===== src/hw/cph_defs.vh =====
`ifndef CPH_DEFS_VH
`define CPH_DEFS_VH

// ****************************************************************
// Clock and timing figures
// ****************************************************************
// Core clock rate in MHz (40 ns period)
`define CPH_CLK_MHZ        25
// Startup to attention, entering application, in us (1.1 ms)
`define CPH_T_APP_US       1100
// Startup to attention, entering bootloader, in us
`define CPH_T_BOOT_US      330
// Attention release after last data rise, least, in us (1.0 ms)
`define CPH_T_REL_MIN_US   1000
// Attention release after last data rise, most, in us (4.3 ms)
`define CPH_T_REL_MAX_US   4300
// Attention after an oversized transaction, least, in us
`define CPH_T_ERR_US       223
// Attention after wake request, most, in us (300 ms)
`define CPH_T_WAKE_MAX_US  300000
// Attention release after wake release, most, in us
`define CPH_T_WAKE_REL_US  25

// ****************************************************************
// Frame fields
// ****************************************************************
`define CPH_CMD_BOOT_FRAME 8'hfd
`define CPH_CMD_EZ_FRAME   8'hfe
`define CPH_LEN_MAX        8'h85
`define CPH_FRAME_OVHD     8'h03
`define CPH_IDX_CMD        8'h00
`define CPH_IDX_LEN        8'h01
`define CPH_BIT_LAST       3'h7
`define CPH_TX_IDLE        8'hff

// ****************************************************************
// Error codes
// ****************************************************************
`define CPH_ERR_NONE       2'h0
`define CPH_ERR_OVERSIZE   2'h1
`define CPH_ERR_ABORT      2'h2

`endif


===== src/hw/cph_handshake.v =====
`timescale 1ns/1ps
`include "cph_defs.vh"
// Contract
// - After reset with wake released, assert attention once application ready; code asserts after APP_CYC cycles, app_ready_i not checked in ST_BOOT.
// - Leaving reset with wake held, enter bootloader, assert attention.
// - Release attention 1.0 to 4.3 ms after last command data rise.
// - If attention still low at response, release 1.0-4.3 after data.
// - After oversize, assert attention no sooner than 223 us after select.
// - On wake, leave sleep, finish work, then assert attention.
// - Assert attention within 300 ms of wake request asserting.
// - Release attention within 25 us of wake release.
// - Later attention changes are ordinary callback events.
// - Already awake device runs the same handshake without side effect.
// - Length byte above 133 is oversized; drop command, abort.
// - After oversize or abort, assert attention once select idle.
module cph_handshake #(
    parameter CNT_W         = 23,
    parameter CLK_MHZ       = `CPH_CLK_MHZ,
    parameter APP_CYC       = `CPH_T_APP_US * `CPH_CLK_MHZ,
    parameter BOOT_CYC      = `CPH_T_BOOT_US * `CPH_CLK_MHZ,
    parameter REL_CYC       = `CPH_T_REL_MIN_US * `CPH_CLK_MHZ,
    parameter ERR_CYC       = `CPH_T_ERR_US * `CPH_CLK_MHZ,
    parameter WAKE_MAX_CYC  = `CPH_T_WAKE_MAX_US * `CPH_CLK_MHZ
) (
    input  wire       mclk_i,
    input  wire       rst_i,
    input  wire       coprocessor_reset_line_n_i,
    input  wire       wake_request_line_n_i,
    input  wire       target_select_line_n_i,
    input  wire       spi_sclk_i,
    input  wire       spi_mosi_i,
    output wire       spi_miso_o,
    output wire       spi_miso_oe_n_o,
    output wire       host_attention_line_n_o,
    input  wire       app_ready_i,
    input  wire       attn_req_i,
    input  wire [7:0] tx_data_i,
    input  wire       tx_valid_i,
    output wire       tx_ready_o,
    output wire [7:0] rx_data_o,
    output wire       rx_valid_o,
    input  wire       rx_ready_i,
    output wire       boot_mode_o,
    output wire [1:0] err_code_o
);

    // ************************************************************
    // States and counts
    // ************************************************************
    localparam [4:0] ST_BOOT = 5'h01;
    localparam [4:0] ST_IDLE = 5'h02;
    localparam [4:0] ST_WAKE = 5'h04;
    localparam [4:0] ST_ATTN = 5'h08;
    localparam [4:0] ST_ERRW = 5'h10;

    localparam [CNT_W-1:0] APP_LIM  = APP_CYC;
    localparam [CNT_W-1:0] BOOT_LIM = BOOT_CYC;
    localparam [CNT_W-1:0] REL_LIM  = REL_CYC;
    localparam [CNT_W-1:0] ERR_LIM  = ERR_CYC;
    localparam [CNT_W-1:0] WAKE_LIM = WAKE_MAX_CYC - CLK_MHZ;

    // ************************************************************
    // Pin synchronisers
    // ************************************************************
    // Bit order: 4 reset, 3 wake, 2 select, 1 sclk, 0 mosi
    reg  [4:0] sync1_r;
    reg  [4:0] sync2_r;
    reg  [4:0] prev_r;
    wire       corst_n   = sync2_r[4];
    wire       wake_n    = sync2_r[3];
    wire       sel_n     = sync2_r[2];
    wire       sclk_rise = sync2_r[1] & ~prev_r[1];
    wire       sclk_fall = ~sync2_r[1] & prev_r[1];
    wire       mosi_rise = sync2_r[0] & ~prev_r[0] & ~sel_n;
    wire       wake_fall = ~wake_n & prev_r[3];
    wire       sel_start = ~sel_n & prev_r[2];
    wire       sel_end   = sel_n & ~prev_r[2];

    // Two flops per pin, third stage for edges
    always @(posedge mclk_i or posedge rst_i) begin
        if (rst_i) begin
            // Idle levels: pins high, link clock and data low
            sync1_r <= 5'h1c;
            sync2_r <= 5'h1c;
            prev_r  <= 5'h1c;
        end else begin
            sync1_r <= {coprocessor_reset_line_n_i, wake_request_line_n_i,
                        target_select_line_n_i, spi_sclk_i, spi_mosi_i};
            sync2_r <= sync1_r;
            prev_r  <= sync2_r;
        end
    end

    // ************************************************************
    // SPI target shifter and frame check
    // ************************************************************
    reg  [2:0] bit_cnt_r;
    reg  [7:0] rx_sh_r;
    reg  [7:0] tx_sh_r;
    reg        miso_r;
    reg        miso_oe_n_r;
    reg        tx_ready_r;
    reg  [7:0] byte_idx_r;
    reg  [7:0] need_r;
    reg        has_len_r;
    reg        oversize_r;
    reg        overflow_r;
    reg        data_rise_r;
    wire [7:0] rx_byte   = {rx_sh_r[6:0], sync2_r[0]};
    wire       byte_done = sclk_rise & ~sel_n & (bit_cnt_r == `CPH_BIT_LAST);
    wire       push      = byte_done & ~oversize_r;
    wire       push_ok;
    wire       frame_bad = oversize_r | overflow_r | (bit_cnt_r != 3'h0) |
                           (has_len_r & (byte_idx_r < need_r));
    wire       tx_load   = sel_start | byte_done;

    // Bit shifting on sampled clock edges, mode 0
    always @(posedge mclk_i or posedge rst_i) begin
        if (rst_i) begin
            bit_cnt_r   <= 3'h0;
            rx_sh_r     <= 8'h00;
            tx_sh_r     <= `CPH_TX_IDLE;
            miso_r      <= 1'b1;
            miso_oe_n_r <= 1'b1;
            tx_ready_r  <= 1'b0;
            data_rise_r <= 1'b0;
        end else begin
            miso_oe_n_r <= sel_n;
            tx_ready_r  <= tx_load & tx_valid_i;
            data_rise_r <= mosi_rise | (sclk_fall & ~sel_n &
                                        tx_sh_r[7] & ~miso_r);
            if (sel_start)
                bit_cnt_r <= 3'h0;
            else if (sclk_rise & ~sel_n) begin
                bit_cnt_r <= bit_cnt_r + 3'h1;
                rx_sh_r   <= rx_byte;
            end
            // First bit stands from select fall, mode 0
            if (sel_start) begin
                tx_sh_r <= tx_valid_i ? {tx_data_i[6:0], 1'b1} : `CPH_TX_IDLE;
                miso_r  <= ~tx_valid_i | tx_data_i[7];
            end else if (byte_done)
                tx_sh_r <= tx_valid_i ? tx_data_i : `CPH_TX_IDLE;
            else if (sclk_fall & ~sel_n) begin
                miso_r  <= tx_sh_r[7];
                tx_sh_r <= {tx_sh_r[6:0], 1'b1};
            end
        end
    end

    // Byte index, length check, overflow
    always @(posedge mclk_i or posedge rst_i) begin
        if (rst_i) begin
            byte_idx_r <= 8'h00;
            need_r     <= 8'h00;
            has_len_r  <= 1'b0;
            oversize_r <= 1'b0;
            overflow_r <= 1'b0;
        end else if (sel_start) begin
            byte_idx_r <= 8'h00;
            has_len_r  <= 1'b0;
            oversize_r <= 1'b0;
            overflow_r <= 1'b0;
        end else if (byte_done) begin
            byte_idx_r <= byte_idx_r + 8'h01;
            if (byte_idx_r == `CPH_IDX_CMD)
                has_len_r <= (rx_byte == `CPH_CMD_BOOT_FRAME) |
                             (rx_byte == `CPH_CMD_EZ_FRAME);
            if (byte_idx_r == `CPH_IDX_LEN && has_len_r) begin
                need_r <= rx_byte + `CPH_FRAME_OVHD;
                if (rx_byte > `CPH_LEN_MAX)
                    oversize_r <= 1'b1;
            end
            if (push & ~push_ok)
                overflow_r <= 1'b1;
        end
    end

    // ************************************************************
    // Two-entry receive buffer
    // ************************************************************
    reg  [7:0] buf0_r;
    reg  [7:0] buf1_r;
    reg        vld0_r;
    reg        vld1_r;
    wire       pop = vld0_r & rx_ready_i;
    assign push_ok = ~vld1_r | pop;

    // Entry 0 faces the user; entry 1 backs it up
    always @(posedge mclk_i or posedge rst_i) begin
        if (rst_i) begin
            buf0_r <= 8'h00;
            buf1_r <= 8'h00;
            vld0_r <= 1'b0;
            vld1_r <= 1'b0;
        end else begin
            if (pop) begin
                buf0_r <= vld1_r ? buf1_r : rx_byte;
                vld0_r <= vld1_r | (push & push_ok);
                vld1_r <= vld1_r & push;
                if (vld1_r)
                    buf1_r <= rx_byte;
            end else if (push & push_ok) begin
                if (vld0_r) begin
                    buf1_r <= rx_byte;
                    vld1_r <= 1'b1;
                end else begin
                    buf0_r <= rx_byte;
                    vld0_r <= 1'b1;
                end
            end
        end
    end

    // ************************************************************
    // Attention sequencer
    // ************************************************************
    reg  [4:0]       state_r;
    reg  [4:0]       state_nxt;
    reg  [CNT_W-1:0] tmr_r;
    reg  [CNT_W-1:0] rel_cnt_r;
    reg              rel_pend_r;
    reg              wake_hs_r;
    reg              boot_pend_r;
    reg              boot_mode_r;
    reg              attn_n_r;
    reg  [1:0]       err_r;
    wire             frame_err = sel_end & frame_bad;

    // Next state
    always @* begin
        state_nxt = state_r;
        case (state_r)
            ST_BOOT: begin
                if (~boot_pend_r &&
                    tmr_r >= (boot_mode_r ? BOOT_LIM : APP_LIM))
                    state_nxt = ST_ATTN;
            end
            ST_IDLE: begin
                if (frame_err)
                    state_nxt = ST_ERRW;
                else if (wake_fall)
                    state_nxt = ST_WAKE;
                else if (attn_req_i)
                    state_nxt = ST_ATTN;
            end
            ST_WAKE: begin
                if (app_ready_i || tmr_r >= WAKE_LIM)
                    state_nxt = ST_ATTN;
            end
            ST_ATTN: begin
                if (frame_err)
                    state_nxt = ST_ERRW;
                else if (wake_hs_r && wake_n)
                    state_nxt = ST_IDLE;
                else if (rel_pend_r && sel_n && rel_cnt_r >= REL_LIM)
                    state_nxt = ST_IDLE;
            end
            ST_ERRW: begin
                if (tmr_r >= ERR_LIM)
                    state_nxt = ST_ATTN;
            end
            default: state_nxt = ST_BOOT;
        endcase
    end

    // State, timers and outputs
    always @(posedge mclk_i or posedge rst_i) begin
        if (rst_i) begin
            state_r     <= ST_BOOT;
            tmr_r       <= {CNT_W{1'b0}};
            rel_cnt_r   <= {CNT_W{1'b0}};
            rel_pend_r  <= 1'b0;
            wake_hs_r   <= 1'b0;
            boot_pend_r <= 1'b1;
            boot_mode_r <= 1'b0;
            attn_n_r    <= 1'b1;
            err_r       <= `CPH_ERR_NONE;
        end else if (~corst_n) begin
            // Reset pin held: wait for release
            state_r     <= ST_BOOT;
            tmr_r       <= {CNT_W{1'b0}};
            rel_pend_r  <= 1'b0;
            wake_hs_r   <= 1'b0;
            boot_pend_r <= 1'b1;
            attn_n_r    <= 1'b1;
            err_r       <= `CPH_ERR_NONE;
        end else begin
            state_r  <= state_nxt;
            attn_n_r <= (state_nxt != ST_ATTN);
            // Wake level caught at reset release
            if (boot_pend_r) begin
                boot_pend_r <= 1'b0;
                boot_mode_r <= ~wake_n;
            end
            // Timer restarts on every state change
            if (state_nxt != state_r)
                tmr_r <= {CNT_W{1'b0}};
            else if (tmr_r != {CNT_W{1'b1}})
                tmr_r <= tmr_r + {{(CNT_W-1){1'b0}}, 1'b1};
            // Time since last rising edge of data
            if (data_rise_r)
                rel_cnt_r <= {CNT_W{1'b0}};
            else if (rel_cnt_r != {CNT_W{1'b1}})
                rel_cnt_r <= rel_cnt_r + {{(CNT_W-1){1'b0}}, 1'b1};
            // Release armed by a finished transaction
            if (state_nxt != ST_ATTN)
                rel_pend_r <= 1'b0;
            else if (sel_end)
                rel_pend_r <= 1'b1;
            // Handshake flag kept until state leaves ST_ATTN
            if (state_r == ST_WAKE && state_nxt == ST_ATTN)
                wake_hs_r <= 1'b1;
            else if (state_nxt != ST_ATTN)
                wake_hs_r <= 1'b0;
            // First error kept, cleared by the frame that reports it
            if (sel_end) begin
                if (err_r != `CPH_ERR_NONE)
                    err_r <= `CPH_ERR_NONE;
                else if (oversize_r)
                    err_r <= `CPH_ERR_OVERSIZE;
                else if (frame_bad)
                    err_r <= `CPH_ERR_ABORT;
            end
        end
    end

    // ************************************************************
    // Output drive
    // ************************************************************
    assign host_attention_line_n_o = attn_n_r;
    assign spi_miso_o              = miso_r;
    assign spi_miso_oe_n_o         = miso_oe_n_r;
    assign tx_ready_o              = tx_ready_r;
    assign rx_data_o               = buf0_r;
    assign rx_valid_o              = vld0_r;
    assign boot_mode_o             = boot_mode_r;
    assign err_code_o              = err_r;

endmodule


===== config.mk =====
export PLATFORM = sky130hd
export DESIGN_NAME = cph_handshake
export DESIGN_NICKNAME = d
export VERILOG_FILES = /design/src/hw/cph_handshake.v
export VERILOG_INCLUDE_DIRS = /design/src /design/src/hw
export SDC_FILE = /design/constraint.sdc
export NUM_CORES = 1
export LEC_CHECK = 0
export BUFFER_PORTS_ARGS = -buffer_cell sky130_fd_sc_hd__buf_2
export CAP_MARGIN = 20
export CORE_ASPECT_RATIO = 0.6
export CORE_MARGIN = 2
export CORE_UTILIZATION = 45
export CTS_CLUSTER_SIZE = 28
export DETAILED_ROUTE_END_ITERATION = 16
export PLACE_DENSITY = 0.63
export RECOVER_POWER = 50
export SYNTH_ARGS = -nofsm -noshare
export SYNTH_HDL_FRONTEND = slang
export SYNTH_SLANG_ARGS = --single-unit
export TNS_END_PERCENT = 1

===== constraint.sdc =====
create_clock -name mclk_i -period 4.8 [get_ports mclk_i]
set_input_delay 0.24 -clock mclk_i [delete_from_list [all_inputs] [get_ports mclk_i]]
set_output_delay 0.24 -clock mclk_i [all_outputs]
set_load 0.01 [all_outputs]

== After elaboration in Yosys (flattened, before gate mapping) ==
Index checks and enable logic that the tools add are counted.

* Register bits after elaboration: 131
* Bits in latches: 0
* Bits in writable memories: 0
* ROM bits: 0
* Input port bits: 19
* Output and inout port bits: 16
* Word-level logic and storage cells: 201
* Memories: 0

* Add/sub/neg operators: 5
* Multiply operators: 0
* Div/mod/pow operators: 0
* Order comparisons: 6
* Eq/ne operators: 22
* Shifts and indexed selects: 0
* Muxes and demuxes: 65
* Bitwise gates (word level): 42
* Reduce and logical (&&, ||, !) cells: 33

{| class="wikitable"
|+ Operators with widths
! kind !! count
|-
| $mux W8 || 15
|-
| $mux W23 || 5
|-
| $mux W5 || 10
|-
| $add A23 B1 Y23 const B || 2
|-
| $ne A23 B23 Y1 const B || 2
|-
| $mux W1 || 26
|-
| $pmux W5 S5 || 1
|-
| $ge A23 B13 Y1 const B || 1
|-
| $ge A23 B15 Y1 || 1
|-
| $ge A23 B15 Y1 const B || 1
|-
| $ge A23 B23 Y1 const B || 1
|-
| $reduce_bool A2 Y1 || 11
|-
| $and A1 B1 Y1 || 20
|-
| $reduce_and A2 Y1 || 9
|-
| $eq A8 B8 Y1 const B || 2
|-
| $mux W15 || 1
|-
| $not A1 Y1 || 13
|-
| $eq A5 B4 Y1 const B || 2
|-
| $mux W2 || 5
|-
| $ne A3 B1 Y1 const B || 3
|-
| $or A1 B1 Y1 || 9
|-
| $reduce_and A3 Y1 || 3
|-
| $add A8 B1 Y8 const B || 1
|-
| $add A8 B2 Y8 const B || 1
|-
| 19 further kinds || 28
|}

== Logic depth before layout (Yosys ltp) ==
* Word-level depth: 10
* Gate-level depth with buffers: 10
* Depth with buffers taken out: 9

== Worst setup path after synthesis ==
Ideal clock, no wire load.

* Path kind: register to register
* Start point: register byte_idx_r[6]
* End point: register tmr_r[0]
* Arrival: 2233 ps
* Required time: 4714 ps
* Slack: 2481 ps
* Stages on the path, launching flop included: 10
* Buffers on the path: 1
* Clock period less this slack: 2319 ps
* Cells stage by stage: dfrtp_1 -> ha_1 -> a21o_1 -> a2111oi_0 -> o211a_1 -> nor2_1 -> a31oi_1 -> a21boi_2 -> buf_2 -> nor3_1

* Longest elaborated chain between the ends: 9
* Elaborated cells between the ends (all ways): 11

{| class="wikitable"
|+ Ends and longest elaborated chain
! what !! RTL line !! RTL
|-
| from (decl) || cph_handshake.v:103 || <nowiki>reg [7:0] byte_idx_r;</nowiki>
|-
| from (signal assigned) || cph_handshake.v:165 || <nowiki>byte_idx_r <= byte_idx_r + 8'h01;</nowiki>
|-
| $lt A8 B8 Y1 * || cph_handshake.v:114 || <nowiki>(has_len_r & (byte_idx_r < need_r));</nowiki>
|-
| $and A1 B1 Y1 * || cph_handshake.v:114 ||
|-
| $or A1 B1 Y1 * || cph_handshake.v:113 || <nowiki>wire frame_bad = oversize_r | overflow_r | (bit_cnt_r != 3'h0) |</nowiki>
|-
| $and A1 B1 Y1 * || cph_handshake.v:228 || <nowiki>wire frame_err = sel_end & frame_bad;</nowiki>
|-
| $mux W5 (on tied branches) || cph_handshake.v:252, cph_handshake.v:240 ||
|-
| $pmux W5 S5 * || cph_handshake.v:233 || <nowiki>case (state_r)</nowiki>
|-
| $ne A5 B5 Y1 * || cph_handshake.v:297 || <nowiki>if (state_nxt != state_r)</nowiki>
|-
| $mux W23 || cph_handshake.v:297 ||
|-
| $mux W23 || cph_handshake.v:279 || <nowiki>end else if (~corst_n) begin</nowiki>
|-
| to (signal assigned) || cph_handshake.v:282 || <nowiki>tmr_r <= {CNT_W{1'b0}};</nowiki>
|-
| to (signal assigned) || cph_handshake.v:298 || <nowiki>tmr_r <= {CNT_W{1'b0}};</nowiki>
|-
| to (signal assigned) || cph_handshake.v:300 || <nowiki>tmr_r <= tmr_r + {{(CNT_W-1){1'b0}}, 1'b1};</nowiki>
|-
| to (decl) || cph_handshake.v:220 || <nowiki>reg [CNT_W-1:0] tmr_r;</nowiki>
|}

Every way passes the cells marked *; elsewhere a longest branch is shown, timed or not.
A chain may end at the register's enable or synchronous reset.

== Worst setup path after layout ==
* Start point: register sync2_r[2]
* End point: register tmr_r[13]

* Longest elaborated chain between the ends: 9
* Elaborated cells between the ends (all ways): 13

{| class="wikitable"
|+ Ends and longest elaborated chain
! what !! RTL line !! RTL
|-
| from (decl) || cph_handshake.v:67 || <nowiki>reg [4:0] sync2_r;</nowiki>
|-
| from (signal assigned) || cph_handshake.v:89 || <nowiki>sync2_r <= sync1_r;</nowiki>
|-
| $logic_and A1 B1 Y1 (2 in a row) || cph_handshake.v:256 || <nowiki>else if (rel_pend_r && sel_n && rel_cnt_r >= REL_LIM)</nowiki>
|-
| $mux W5 || cph_handshake.v:256 ||
|-
| $mux W5 || cph_handshake.v:254 || <nowiki>else if (wake_hs_r && wake_n)</nowiki>
|-
| $mux W5 || cph_handshake.v:252 || <nowiki>if (frame_err)</nowiki>
|-
| $pmux W5 S5 * || cph_handshake.v:233 ||
|-
| $ne A5 B5 Y1 * || cph_handshake.v:297 ||
|-
| $mux W23 || cph_handshake.v:297 ||
|-
| $mux W23 || cph_handshake.v:279 ||
|}

Marked as above.

==> flow_summary.json <==
{
  "ys_warn_count": 0,
  "combPwrFrac": 0.097,
  "start_util": 0.457,
  "status": "finished with violations",
  "grt_pass1_wl_um": 27500,
  "rsz0062_at_grt": "false",
  "place_congestion": 0.897,
  "yosys_register_bits": 130,
  "drv_cap": 3,
  "slew_headroom": -0.168,
  "fp.dieW_um": 165,
  "cts-resized-gates": 0,
  "power_frac_seq": 0.430,
  "worstHoldPathType": "in2reg",
  "final_common_cell": "dfrtp_1",
  "worstSetupPathType": "reg2reg",
  "tns_ns": 0,
  "peakVddDrop_v": 0.000223,
  "die_h_um": 101,
  "n_antenna_cell": 0,
  "cp_slowest_cell": "a21boi_2",
  "io_buffers": 34,
  "crit_family": "compound AO/OA/AOI/OAI gates",
  "power.internal_mw": 2.22,
  "setup_violations": 0,
  "syn_inst": 737,
  "mostFrequentLayoutCells": "110 x dfrtp_1, 77 x nor2_1, 66 x nand2_1",
  "grt_overflow": 0,
  "nets": 819,
  "fmax_ghz": 0.318,
  "synth_flop_cell": "dfrtp_1",
  "clockBufferDepth": 2,
  "max_stage_delay_ns": 0.77,
  "clk_latency_ns": 0.42,
  "netlist_area_um2": 6990,
  "cts_buffers": 17,
  "path_clk_slew_ns": 0.07,
  "coreArea_um2": 15300,
  "whs_path_depth": 2,
  "cp_num_buf_inv": 0,
  "cts_setup_buffers": 0,
  "grt_pass1_vias": 5315,
  "cp-end-kind": "register",
  "grt_usage": 0.212,
  "cp.depth": 7,
  "vias": 5636,
  "grt_max_degree": 63,
  "finalPower_mw": 3.02,
  "reg2regPathDepth": 7,
  "final.fill_count": 1384,
  "place_ws_ns": 1.69,
  "layout_setup_ws_ns": 1.65,
  "fin_crit_sh": 0.656,
  "drive_above_1_share": 0.130,
  "antenna_found_initial": 0,
  "utilization": 0.524,
  "power.density_nw_per_um2": 377,
  "ys_seq_area_frac": 0.469,
  "syn_nets": 783,
  "ant_nets": 0,
  "h-tree-depth": 4,
  "cts_root_buf": "clkbuf_16",
  "avgSynthCellArea_um2": 9.49,
  "synth_cell_type_count": 67,
  "synth_edf_count": 0,
  "die_area_um2": 16600,
  "cts_tree": "yes",
  "crit_arrival_ns": 3.39,
  "worstSetupStartpointType": "register",
  "drc": 0,
  "finalMaxSlewViolations": 135,
  "drtIter0Drc": 538,
  "clockPowerShare": 0.473,
  "min_period_ns": 3.15,
  "drt_pass1_iterations": 5,
  "worstPathMaxFanout": 23,
  "pin_count": 35,
  "hold_buffers": 6,
  "p_switching_mw": 0.804,
  "worst_pin_slew_ns": 1.74,
  "p_leak_nw": 3.56,
  "area_growth_pct": 14.6,
  "worstPathRequired_ns": 5.04,
  "ff_latch_area_um2": 3280,
  "vias_per_cell": 5.70,
  "rows": 35,
  "hold_viol": 0,
  "dp_hpwl_um": 11500,
  "wl_per_cell_um": 16.6,
  "clock_sinks": 130,
  "switching_share": 0.266,
  "async_reset_ff_frac": 1.00,
  "clock-skew-final_ns": 0.0160,
  "violations": "max-capacitance violations, max-slew violations",
  "multi_input_comb_area_um2": 3460,
  "wirelength_um": 16400,
  "path_cells": "nand2b_1 -> a2111oi_0 -> o211a_1 -> nor2_1 -> nand4_1 -> a21boi_2 -> nor3_1"
}
cells in the mapped netlist, types with 17 or more instances:
cell | instances | share of area
a21oi_1 | 35 | 0.025
clkbuf_1 | 18 | 0.0097
dfrtp_1 | 110 | 0.39
dfstp_2 | 20 | 0.075
ha_1 | 27 | 0.048
inv_1 | 32 | 0.017
nand2_1 | 66 | 0.035
nand3_1 | 29 | 0.021
nand4_1 | 17 | 0.015
nor2_1 | 77 | 0.041
nor3_1 | 46 | 0.033
o21ai_0 | 38 | 0.027
xnor2_1 | 17 | 0.021
xor2_1 | 26 | 0.033
per-stage QoR:
step	instance area, um^2	instances	hold WS, ns
3_5_place_dp	7320	950	0.315
6_report	8010	989	0.101
3_3_place_gp	7320	950	0.305
2_1_floorplan	6990	737	0.244
5_1_grt	8010	989	0.100
4_1_cts	8030	988	0.100
cells by family (layout without fill, tap and decap cells):
family / after synthesis / in the layout / synth area share
flip-flops: 130 / 130 / 0.469
multiplexers: 23 / 23 / 0.0354
XOR/XNOR: 43 / 43 / 0.0539
buffers and inverters: 62 / 111 / 0.0369
AND/OR/NAND/NOR: 320 / 320 / 0.233
AO/OA/AOI/OAI: 132 / 132 / 0.123
adder cells (fa/ha/maj): 27 / 27 / 0.0483
metal layers:
layer	global-route usage	up-vias	part of all wire
met1	0.317	2752	0.50
met5	0	-	0
met2	0.304	161	0.43
met3	0.0506	18	0.062
li1	-	2705	-
met4	0.0609	0	0.0082
final cells by class:
cell class	count	share of cell area
clock buffer	17	0.0531
tap	203	0.0317
clock inverter	15	0.0278
inverter	34	0.0161
sequential	130	0.409
multi-input combinational	545	0.432
timing repair buffer	45	0.0298
sequential cells by signal, summed over array words and instances (netlist names), 2 cells and up:
name	count
prev_r	4
tx_sh_r	8
tmr_r	23
rx_data_o	8
err_code_o	2
rel_cnt_r	23
buf1_r	8
sync2_r	5
byte_idx_r	8
state_r	5
sync1_r	5
rx_sh_r	7
bit_cnt_r	3
need_r	8
power groups by stage:
| stage | sequential, mW | clock, mW | combinational, mW |
|---|---|---|---|
| after floorplan | 1.30 | 0 | 0.201 |
| after global placement | 1.31 | 0 | 0.294 |
| after detailed placement | 1.32 | 0 | 0.303 |
| after CTS | 1.30 | 1.45 | 0.309 |
| after global routing | 1.31 | 1.50 | 0.342 |
| final | 1.30 | 1.43 | 0.294 |
path summary, 6_finish.rpt:
kind	startpoint	slack, ns	to
worst max-delay path	sync2_r[2]	1.65	tmr_r[13]
max in group asynchronous	rst_i	1.78	need_r[4]
min in group asynchronous	rst_i	0.79	bit_cnt_r[2]
worst min-delay path	tx_data_i[0]	0.10	tx_sh_r[0]
worst min register to register	sync1_r[1]	0.35	sync2_r[1]
worst max register to register	sync2_r[2]	1.65	tmr_r[13]
Note: power is estimated with default switching activity, not from simulation.
